==> src/logic/ldcd_cfg.svh <==
`ifndef LDCD_CFG_SVH
`define LDCD_CFG_SVH

// ***************************************************
// Command edge counts
// ***************************************************
`define LDCD_CMD_LATCH    6'h01
`define LDCD_CMD_VSYNC    6'h02
`define LDCD_CMD_WR_CFG1  6'h04
`define LDCD_CMD_RD_CFG1  6'h05
`define LDCD_CMD_DETECT   6'h07
`define LDCD_CMD_WR_CFG2  6'h08
`define LDCD_CMD_RD_CFG2  6'h09
`define LDCD_CMD_SW_RST   6'h0A
`define LDCD_CMD_ALL_ON   6'h0B
`define LDCD_CMD_ALL_OFF  6'h0C
`define LDCD_CMD_WR_CFG5  6'h0D
`define LDCD_CMD_UNLOCK   6'h0E
`define LDCD_CMD_WR_CFG6  6'h0F
`define LDCD_CMD_WR_CFG3  6'h10
`define LDCD_CMD_RD_CFG3  6'h11
`define LDCD_CMD_WR_CFG4  6'h12
`define LDCD_CMD_RD_CFG4  6'h13
`define LDCD_CMD_RD_CFG5  6'h15
`define LDCD_CMD_RD_CFG6  6'h16
`define LDCD_CMD_HW_RST   6'h1E

// ***************************************************
// Reset values and limits
// ***************************************************
`define LDCD_CFG1_RST     16'h033F
`define LDCD_CFGX_RST     16'h0000
`define LDCD_LATCH_GUARD  5'h10
`define LDCD_CNT_MAX      6'h3F

`endif

==> src/logic/ldcd_pkg.sv <==
package ldcd_pkg;

  // Strobe phase, one-hot
  typedef enum logic [2:0] {
    LDCD_IDLE = 3'h1,
    LDCD_HIGH = 3'h2,
    LDCD_EXEC = 3'h4
  } ldcd_phase_t;

  // Six configuration words
  typedef logic [5:0][15:0] ldcd_cfg_arr_t;

  // Whole state of the decoder
  typedef struct packed {
    ldcd_phase_t   phase;
    logic          sck_prev;
    logic [15:0]   shift;
    logic [5:0]    cnt;
    ldcd_cfg_arr_t cfg;
    logic          unlock;
    logic [4:0]    latch_cnt;
    logic          pend;
    logic [15:0]   pend_word;
    logic          frame;
    logic          detect;
    logic          force_on;
    logic          force_off;
    logic          sw_rst;
    logic          hw_rst;
  } ldcd_state_t;

endpackage : ldcd_pkg

==> src/logic/ldcd_stream_if.sv <==
// Word stream with valid and ready
interface ldcd_stream_if #(
  parameter int WIDTH = 16
);
  logic [WIDTH-1:0] data;
  logic             valid;
  logic             ready;

  modport src (output data, output valid, input ready);
  modport snk (input data, input valid, output ready);
endinterface : ldcd_stream_if

==> src/logic/ldcd_pin_sync.sv <==
// Two-flop synchroniser for pin inputs
module ldcd_pin_sync #(
  parameter int WIDTH = 3
) (
  // Clock and reset
  input  wire logic             sys_clk,
  input  wire logic             rst_b,
  // Pins in, synchronised out
  input  wire logic [WIDTH-1:0] async_in,
  output logic      [WIDTH-1:0] sync_out
);

  typedef struct packed {
    logic [WIDTH-1:0] meta;
    logic [WIDTH-1:0] sync;
  } ldcd_sync_t;

  ldcd_sync_t s_q;
  ldcd_sync_t s_d;

  // Meta stage feeds only the second stage
  always_comb begin
    s_d      = s_q;
    s_d.meta = async_in;
    s_d.sync = s_q.meta;
  end

  // State register
  always_ff @(posedge sys_clk) begin
    if (!rst_b) begin
      s_q <= '0;
    end else begin
      s_q <= s_d;
    end
  end

  assign sync_out = s_q.sync;

endmodule : ldcd_pin_sync

==> src/logic/ldcd_buf.sv <==
// Small FIFO between latch and channel buffers
module ldcd_buf #(
  parameter int WIDTH = 16,
  parameter int DEPTH = 2
) (
  // Clock and reset
  input  wire logic sys_clk,
  input  wire logic rst_b,
  // Fill and drain sides
  ldcd_stream_if.snk in_s,
  ldcd_stream_if.src out_s
);

  localparam int AW = (DEPTH > 1) ? $clog2(DEPTH) : 1;

  typedef struct packed {
    logic [DEPTH-1:0][WIDTH-1:0] mem;
    logic [AW-1:0]               wp;
    logic [AW-1:0]               rp;
    logic [AW:0]                 fill;
  } ldcd_buf_t;

  ldcd_buf_t s_q;
  ldcd_buf_t s_d;
  logic      push;
  logic      pop;

  // Handshakes
  assign in_s.ready  = (32'(s_q.fill) < DEPTH); // Room left for one more word
  assign out_s.valid = (s_q.fill != '0);
  assign out_s.data  = s_q.mem[s_q.rp];
  assign push        = in_s.valid & in_s.ready;
  assign pop         = out_s.valid & out_s.ready;

  // Pointer and fill update
  always_comb begin
    s_d = s_q;
    if (push) begin
      s_d.mem[s_q.wp] = in_s.data;
      s_d.wp = (32'(s_q.wp) == DEPTH - 1) ? '0 : AW'(s_q.wp + 1'b1);
    end
    if (pop) begin
      s_d.rp = (32'(s_q.rp) == DEPTH - 1) ? '0 : AW'(s_q.rp + 1'b1);
    end
    if (push && !pop) begin
      s_d.fill = (AW+1)'(s_q.fill + 1'b1);
    end else if (pop && !push) begin
      s_d.fill = (AW+1)'(s_q.fill - 1'b1);
    end
  end

  // State register
  always_ff @(posedge sys_clk) begin
    if (!rst_b) begin
      s_q <= '0;
    end else begin
      s_q <= s_d;
    end
  end

endmodule : ldcd_buf

==> src/logic/ldcd_top.sv <==
// Notes on behaviour
// - Strobe edge count picks command, runs at fall
// - One edge latches word, stops open detection
// - Two edges update the displayed frame
// - Four edges write first config register
// - Five edges shift first config out
// - Eight, sixteen, eighteen write configs two-four
// - Thirteen, fifteen write configs five, six
// - Nine, seventeen, nineteen read configs two-four
// - Twenty-one, twenty-two read configs five, six
// - Seven edges start open-LED detection
// - Ten edges reset logic, configs kept
// - Eleven edges force all outputs on
// - Twelve edges force all outputs off
// - Thirty edges assert hardware reset
// - Protected commands ignored without preceding confirm
// - Frame update refused before sixteen latches
// - Latch cancels forced on and off
// - First config resets to 033F

`include "ldcd_cfg.svh"

module ldcd_top #(
  parameter int WIDTH = 16,
  parameter int DEPTH = 2
) (
  // Clock and reset
  input  wire logic                   sys_clk,
  input  wire logic                   rst_b,
  // Serial link pins
  input  wire logic                   shift_clock,
  input  wire logic                   serial_in,
  input  wire logic                   latch_strobe,
  output logic                        serial_out,
  // Latched words toward channel buffers
  output logic [15:0]                 word_data,
  output logic                        word_valid,
  input  wire logic                   word_ready,
  output logic                        latch_ready,
  // Configuration contents
  output ldcd_pkg::ldcd_cfg_arr_t     cfg_regs,
  // Control outputs
  output logic                        frame_update,
  output logic                        detect_on,
  output logic                        force_on,
  output logic                        force_off,
  output logic                        sw_reset,
  output logic                        hw_reset
);

  // ***************************************************
  // Declarations
  // ***************************************************
  ldcd_pkg::ldcd_state_t s_q;
  ldcd_pkg::ldcd_state_t s_d;
  logic [2:0]            pins_s;
  logic                  sck_s;
  logic                  sin_s;
  logic                  le_s;
  logic                  sck_rise;
  logic [3:0]            wr_sel;
  logic [3:0]            rd_sel;
  logic                  cmd_ok;

  ldcd_stream_if #(.WIDTH(16)) latch_s ();
  ldcd_stream_if #(.WIDTH(16)) chan_s ();

  // ***************************************************
  // Functions
  // ***************************************************

  // Reset image of the whole state
  function automatic ldcd_pkg::ldcd_state_t rst_state();
    ldcd_pkg::ldcd_state_t r;
    r.sck_prev  = 1'b0;
    r.shift     = 16'h0000;
    r.cnt       = 6'h00;
    r.unlock    = 1'b0;
    r.latch_cnt = 5'h00;
    r.pend      = 1'b0;
    r.pend_word = 16'h0000;
    r.frame     = 1'b0;
    r.detect    = 1'b0;
    r.force_on  = 1'b0;
    r.force_off = 1'b0;
    r.sw_rst    = 1'b0;
    r.hw_rst    = 1'b0;
    r.phase  = ldcd_pkg::LDCD_IDLE;
    r.cfg[0] = `LDCD_CFG1_RST;
    r.cfg[1] = `LDCD_CFGX_RST;
    r.cfg[2] = `LDCD_CFGX_RST;
    r.cfg[3] = `LDCD_CFGX_RST;
    r.cfg[4] = `LDCD_CFGX_RST;
    r.cfg[5] = `LDCD_CFGX_RST;
    return r;
  endfunction : rst_state

  // Write count to {hit, index}
  function automatic logic [3:0] wr_index(input logic [5:0] c);
    logic [3:0] r;
    r = 4'h0;
    case (c)
      `LDCD_CMD_WR_CFG1: r = 4'h8;
      `LDCD_CMD_WR_CFG2: r = 4'h9;
      `LDCD_CMD_WR_CFG3: r = 4'hA;
      `LDCD_CMD_WR_CFG4: r = 4'hB;
      `LDCD_CMD_WR_CFG5: r = 4'hC;
      `LDCD_CMD_WR_CFG6: r = 4'hD;
      default:           r = 4'h0;
    endcase
    return r;
  endfunction : wr_index

  // Read count to {hit, index}
  function automatic logic [3:0] rd_index(input logic [5:0] c);
    logic [3:0] r;
    r = 4'h0;
    case (c)
      `LDCD_CMD_RD_CFG1: r = 4'h8;
      `LDCD_CMD_RD_CFG2: r = 4'h9;
      `LDCD_CMD_RD_CFG3: r = 4'hA;
      `LDCD_CMD_RD_CFG4: r = 4'hB;
      `LDCD_CMD_RD_CFG5: r = 4'hC;
      `LDCD_CMD_RD_CFG6: r = 4'hD;
      default:           r = 4'h0;
    endcase
    return r;
  endfunction : rd_index

  // Counts that need the confirm command first
  function automatic logic is_protected(input logic [5:0] c);
    logic r;
    r = 1'b0;
    case (c)
      `LDCD_CMD_WR_CFG1: r = 1'b1;
      `LDCD_CMD_WR_CFG2: r = 1'b1;
      `LDCD_CMD_WR_CFG3: r = 1'b1;
      `LDCD_CMD_WR_CFG4: r = 1'b1;
      `LDCD_CMD_WR_CFG5: r = 1'b1;
      `LDCD_CMD_WR_CFG6: r = 1'b1;
      `LDCD_CMD_ALL_ON:  r = 1'b1;
      `LDCD_CMD_ALL_OFF: r = 1'b1;
      default:           r = 1'b0;
    endcase
    return r;
  endfunction : is_protected

  // ***************************************************
  // Pin synchronisation
  // ***************************************************

  // All three pins pass two flops
  ldcd_pin_sync #(
    .WIDTH (3)
  ) u_sync (
    .sys_clk  (sys_clk),
    .rst_b    (rst_b),
    .async_in ({shift_clock, serial_in, latch_strobe}),
    .sync_out (pins_s)
  );

  // Synchronised pins and shift clock rise
  assign sck_s    = pins_s[2];
  assign sin_s    = pins_s[1];
  assign le_s     = pins_s[0];
  assign sck_rise = sck_s & ~s_q.sck_prev;

  // Decode of the held strobe count
  assign wr_sel   = wr_index(s_q.cnt);
  assign rd_sel   = rd_index(s_q.cnt);

  // Protected counts act only right after confirm
  assign cmd_ok   = ~is_protected(s_q.cnt) | s_q.unlock;

  // ***************************************************
  // Latch buffer
  // ***************************************************

  // Pending latch word enters the buffer
  // A further latch while full replaces the pending word
  assign latch_s.data  = s_q.pend_word;
  assign latch_s.valid = s_q.pend;
  assign latch_ready   = latch_s.ready;

  // Two-entry buffer absorbs receiver stalls
  ldcd_buf #(
    .WIDTH (WIDTH),
    .DEPTH (DEPTH)
  ) u_buf (
    .sys_clk (sys_clk),
    .rst_b   (rst_b),
    .in_s    (latch_s),
    .out_s   (chan_s)
  );

  // Buffer head drives the word outputs
  assign word_data    = chan_s.data;
  assign word_valid   = chan_s.valid;
  assign chan_s.ready = word_ready;

  // ***************************************************
  // Next state
  // ***************************************************

  // Shift, count, decode at strobe fall
  always_comb begin
    s_d          = s_q;
    s_d.sck_prev = sck_s;
    s_d.frame    = 1'b0;
    s_d.sw_rst   = 1'b0;
    s_d.hw_rst   = 1'b0;

    // Buffer took the pending word
    if (s_q.pend && latch_s.ready) begin
      s_d.pend = 1'b0;
    end

    // Shift on each clock rise
    if (sck_rise) begin
      s_d.shift = {s_q.shift[14:0], sin_s};
      if (le_s && s_q.cnt != `LDCD_CNT_MAX) begin
        s_d.cnt = s_q.cnt + 6'h01;
      end
    end

    case (s_q.phase)
      ldcd_pkg::LDCD_IDLE: begin
        s_d.cnt = 6'h00;
        if (le_s) begin
          s_d.phase = ldcd_pkg::LDCD_HIGH;
          if (sck_rise) begin
            s_d.cnt = 6'h01;
          end
        end
      end
      ldcd_pkg::LDCD_HIGH: begin
        if (!le_s) begin
          s_d.phase = ldcd_pkg::LDCD_EXEC;
        end
      end
      ldcd_pkg::LDCD_EXEC: begin
        s_d.phase  = ldcd_pkg::LDCD_IDLE;
        s_d.cnt    = 6'h00;
        s_d.unlock = (s_q.cnt == `LDCD_CMD_UNLOCK);

        // Configuration writes need confirm first
        if (wr_sel[3] && cmd_ok) begin
          s_d.cfg[wr_sel[2:0]] = s_q.shift;
        end

        // Configuration reads reload the shift path
        if (rd_sel[3]) begin
          s_d.shift = s_q.cfg[rd_sel[2:0]];
        end

        case (s_q.cnt)
          `LDCD_CMD_LATCH: begin
            s_d.pend      = 1'b1;
            s_d.pend_word = s_q.shift;
            s_d.detect    = 1'b0;
            s_d.force_on  = 1'b0;
            s_d.force_off = 1'b0;
            if (s_q.latch_cnt != `LDCD_LATCH_GUARD) begin
              s_d.latch_cnt = s_q.latch_cnt + 5'h01;
            end
          end
          `LDCD_CMD_VSYNC: begin
            s_d.frame = (s_q.latch_cnt == `LDCD_LATCH_GUARD);
          end
          `LDCD_CMD_DETECT: begin
            s_d.detect = 1'b1;
          end
          `LDCD_CMD_SW_RST: begin
            s_d.shift     = 16'h0000;
            s_d.detect    = 1'b0;
            s_d.force_on  = 1'b0;
            s_d.force_off = 1'b0;
            s_d.pend      = 1'b0;
            s_d.sw_rst    = 1'b1;
          end
          `LDCD_CMD_ALL_ON: begin
            if (cmd_ok) begin
              s_d.force_on  = 1'b1;
              s_d.force_off = 1'b0;
            end
          end
          `LDCD_CMD_ALL_OFF: begin
            if (cmd_ok) begin
              s_d.force_off = 1'b1;
              s_d.force_on  = 1'b0;
            end
          end
          `LDCD_CMD_HW_RST: begin
            s_d        = rst_state();
            s_d.hw_rst = 1'b1;
          end
          default: begin
            // Other counts act only via the unlock, write and read logic
          end
        endcase
      end
      default: begin
        s_d.phase = ldcd_pkg::LDCD_IDLE;
      end
    endcase
  end

  // ***************************************************
  // State register
  // ***************************************************

  // Synchronous active-low reset
  always_ff @(posedge sys_clk) begin
    if (!rst_b) begin
      s_q <= rst_state();
    end else begin
      s_q <= s_d;
    end
  end

  // ***************************************************
  // Outputs
  // ***************************************************

  // Shift path MSB drives the serial pin
  assign serial_out   = s_q.shift[15];

  // Stored configuration words
  assign cfg_regs     = s_q.cfg;

  // One-cycle command pulses, from flops
  assign frame_update = s_q.frame;
  assign sw_reset     = s_q.sw_rst;
  assign hw_reset     = s_q.hw_rst;

  // Forced and detection levels, from flops
  assign detect_on    = s_q.detect;
  assign force_on     = s_q.force_on;
  assign force_off    = s_q.force_off;

endmodule : ldcd_top

==> config.mk <==
export PLATFORM = sky130hd
export DESIGN_NAME = ldcd_top
export DESIGN_NICKNAME = d
export VERILOG_FILES = /design/src/logic/ldcd_pkg.sv /design/src/logic/ldcd_stream_if.sv /design/src/logic/ldcd_pin_sync.sv /design/src/logic/ldcd_buf.sv /design/src/logic/ldcd_top.sv
export VERILOG_INCLUDE_DIRS = /design/src /design/src/logic
export SDC_FILE = /design/constraint.sdc
export NUM_CORES = 1
export LEC_CHECK = 0
export BUFFER_PORTS_ARGS = -buffer_cell sky130_fd_sc_hd__buf_2
export CORE_MARGIN = 2
export CORE_UTILIZATION = 55
export CTS_CLUSTER_DIAMETER = 40
export DETAILED_ROUTE_END_ITERATION = 6
export PLACE_DENSITY = 0.77
export SYNTH_ARGS = -nofsm -noshare
export SYNTH_HDL_FRONTEND = slang
export SYNTH_SLANG_ARGS = --single-unit
==> constraint.sdc <==
create_clock -name sys_clk -period 2.7 [get_ports sys_clk]
set_input_delay 0.27 -clock sys_clk [delete_from_list [all_inputs] [get_ports sys_clk]]
set_output_delay 0.27 -clock sys_clk [all_outputs]
set_load 0.005 [all_outputs]
==> results.py <==
metrics = {
    "power": {
        "p_clk_share_pct": 45.9,
        "switchingPower_w": 0.00118,
        "comb_power_share_pct": 2.0,
        "internal_power_w": 0.00437,
        "peakVddDrop_mv": 0.399,
        "swShare_pct": 21.2,
        "pwr-share-seq_pct": 52.1,
        "cellPowerDensity_mw_per_mm2": 548,
        "power_w": 0.00555,
        "p_leak_nw": 4.01,
    },
    "cts": {
        "cts_tree": "built",
        "htree_levels": 4,
        "numCtsBuffers": 17,
        "root_buffer": "clkbuf_16",
        "cts_max_path_buffers": 2,
        "post_cts.repair.setup_buffers": 0,
        "clock_latency_ns": 0.44,
        "path_clk_slew_ns": 0.07,
        "numClockSinks": 194,
    },
    "route": {
        "drt_wl_total_um": 26500,
        "drc": 0,
        "drt-pass1-iter-count": 7,
        "viasPerCell": 6.10,
        "vias": 8261,
        "wl_per_cell_um": 19.5,
        "antenna_left": 0,
        "drt_iter0_markers": 1051,
    },
    "grt": {
        "grt_overflow": 0,
        "grt_pass1_vias": 7312,
        "grt_pass1_wl_um": 40300,
        "track_usage_pct": 28.1,
        "grt_max_degree": 76,
        "antenna_found_initial": 0,
    },
    "timing": {
        "clock_skew_ns": 0.00517,
        "tightest_slew_ns": 1.05,
        "fin_crit_ns": 2.54,
        "relSlewSlack_pct": 29.8,
        "rsz0062_at_grt": "no",
        "finalHoldViolCount": 0,
        "period_share_pct": 94.2,
        "fmax_mhz": 393,
        "finalSetupViolCount": 0,
        "finalMaxSlewViolations": 0,
        "setup_tns_ns": 0,
    },
    "synth": {
        "synthArstFlopShare_pct": 0,
        "syn_inst": 1138,
        "synth_edf_count": 0,
        "synth.avg_cell_area_um2": 8.37,
        "synth_area_mm2": 0.00953,
        "ys.flop_type": "dfxtp_1",
        "ys_types": 66,
        "ys_warn_count": 0,
        "synth.ff_latch_count": 194,
        "syn-num-nets": 1153,
        "yosysSeqAreaShare_pct": 40.8,
    },
    "setup_path": {
        "worst-setup-path-type": "flop to flop",
        "cp-end-kind": "flop",
        "cp_max_fo": 24,
        "startpoint_type": "flop",
        "crit_arrival_ns": 2.84,
        "worstPathRequired_ns": 2.99,
    },
    "layout": {
        "syn2layout_area_growth_pct": 6.41,
        "finish.utilization_pct": 59.2,
        "fillers": 1544,
        "drive_gt1_share_pct": 21.4,
        "diodes": 0,
        "final_nets": 1133,
        "fin_cells": 1354,
    },
    "placed_design": {
        "dpl.hpwl_um": 17500,
        "port_buffers": 126,
        "dp.cells": 1323,
        "place_congestion": 0.902,
    },
    "floorplan": {
        "row_count": 48,
        "io_pins": 127,
        "core_area_mm2": 0.0171,
        "start_util_pct": 55.7,
        "die_h_um": 136,
        "die_w_um": 136,
        "dieArea_mm2": 0.0184,
    },
    "status": {
        "status": "complete, no violations",
    },
    "job": {
        "cap_violations": 0,
    },
    "hold_path": {
        "min_path_type": "primary input to flop",
    },
}
-- power groups by stage --
stage               clock network [W]  registers, W   logic, W
floorplan                           0       0.00294  0.0000950
global placement                    0       0.00296   0.000110
detailed placement                  0       0.00296   0.000110
CTS                           0.00256       0.00289   0.000111
global route                  0.00266       0.00289   0.000120
finish                        0.00255       0.00289   0.000112
-- cells by family after synthesis --
group | after synthesis | share of synthesized area [%]
compound gates | 282 | 18.6
xor+xnor | 13 | 1.19
fa+ha+maj | 9 | 1.18
buf+inv | 206 | 12.8
flops | 194 | 40.8
mux | 66 | 7.35
simple gates | 368 | 18.2
-- critical path, cell delays in order, from the launching register on --
cell and delay [ns]:
dfxtp_1 0.45, inv_1 0.10, ha_2 0.27, and3b_1 0.23
nand2_1 0.09, and2_2 0.22, buf_12 0.21, mux2_2 0.36
a21oi_1 0.34, o22ai_1 0.12
-- metrics by stage --
stage                     hold slack (ns)  instance area (µm²)  setup slack [ns]
after floorplan                     0.397                 9530             0.407
after global placement              0.417                 9530             0.168
after detailed placement            0.427                 9530             0.123
after global routing               0.0321                10100            0.0535
final                              0.0396                10100             0.157
after CTS                          0.0287                10100             0.106
-- cells in the final DEF, fill, tap and decap left out, drive strengths merged, types with 3 or more instances in the layout --
master	instances
nor3	12
and2	10
dfxtp	194
and3b	6
mux2i	34
nor2	82
xnor2	5
o211ai	33
a221o	16
nor4b	3
nand4	4
a21oi	143
clkbuf	20
or2	6
mux2	32
xor2	8
a32oi	3
and3	7
a22oi	37
clkinv	6
o21ai	19
or4	4
nor2b	5
o22ai	19
bufinv	3
buf	154
nand3	45
nand3b	4
nor4	5
nand2b	5
ha	9
inv	12
nand2	163
-- area by class of cell --
type / count / area (µm²) / share of cell area, %
tap: 225 / 282 / 2.78
inverter: 12 / 47.5 / 0.469
clock inverter: 11 / 139 / 1.37
multi-input combinational: 738 / 4460 / 43.9
sequential: 194 / 3880 / 38.3
clock buffer: 19 / 443 / 4.37
timing repair buffer: 155 / 891 / 8.78
-- worst paths after layout --
| kind | startpoint | to | slack [ns] | cells past startpoint |
|---|---|---|---|---|
| hold reg to reg | u_sync.s_d[2] | u_sync.sync_out[2] | 0.44 | 1 |
| hold / removal | shift_clock | u_sync.s_d[2] | 0.04 | 2 |
| setup reg to reg | s_q[125] | s_q[139] | 0.16 | 9 |
| setup / recovery | s_q[125] | s_q[139] | 0.16 | 9 |
-- synth_stat cells (all sizes together) (2+ instances only) --
cell type,count,area [µm²]
nor3,12,65.1
o21a,2,16.3
nand4,4,31.3
nand2b,5,31.3
o22ai,19,119
a22oi,37,278
o21ai,19,95.1
nor2,82,313
xor2,8,70.1
ha,9,113
nand3,45,225
and2,10,62.6
nor4,5,46.3
o211ai,33,253
mux2i,34,340
a21oi,143,727
o31ai,2,20.0
and3b,6,52.6
a32oi,3,33.8
mux2,32,360
or3,2,12.5
or2,6,37.5
nand3b,4,30.0
clkbuf,57,215
inv,12,45.0
xnor2,5,43.8
nand2,163,612
dfxtp,194,3880
and3,7,43.8
buf,137,956
or4,4,33.8
a221o,16,160
nor2b,5,31.3
nor4b,3,47.5
nor3b,2,26.3
-- repair_timing --
item,CTS,global route
gates resized for setup,0,3
setup endpoints to repair,0,24
hold buffers,0,0
-- sequential cells by signal, summed over array words and instances (netlist names), named ones only --
name and cells:
latch_s.valid 1, latch_s.data 16, u_buf.s_q 36, force_on 1, frame_update 1, cfg_regs 96, sw_reset 1, force_off 1
detect_on 1, u_sync.sync_out 3, u_sync.s_d 3, s_q 31, hw_reset 1, serial_out 1
-- routing by layer --
metal  share of wire (%)  GRT usage [%]  up-vias
met3                 9.6           5.46       77
li1                    -              -     3820
met4                 3.9           11.9        0
met2                  45           42.9      467
met1                  42           38.8     3897
met5                   0              0        -
Note: power is estimated with default switching activity, not from simulation.
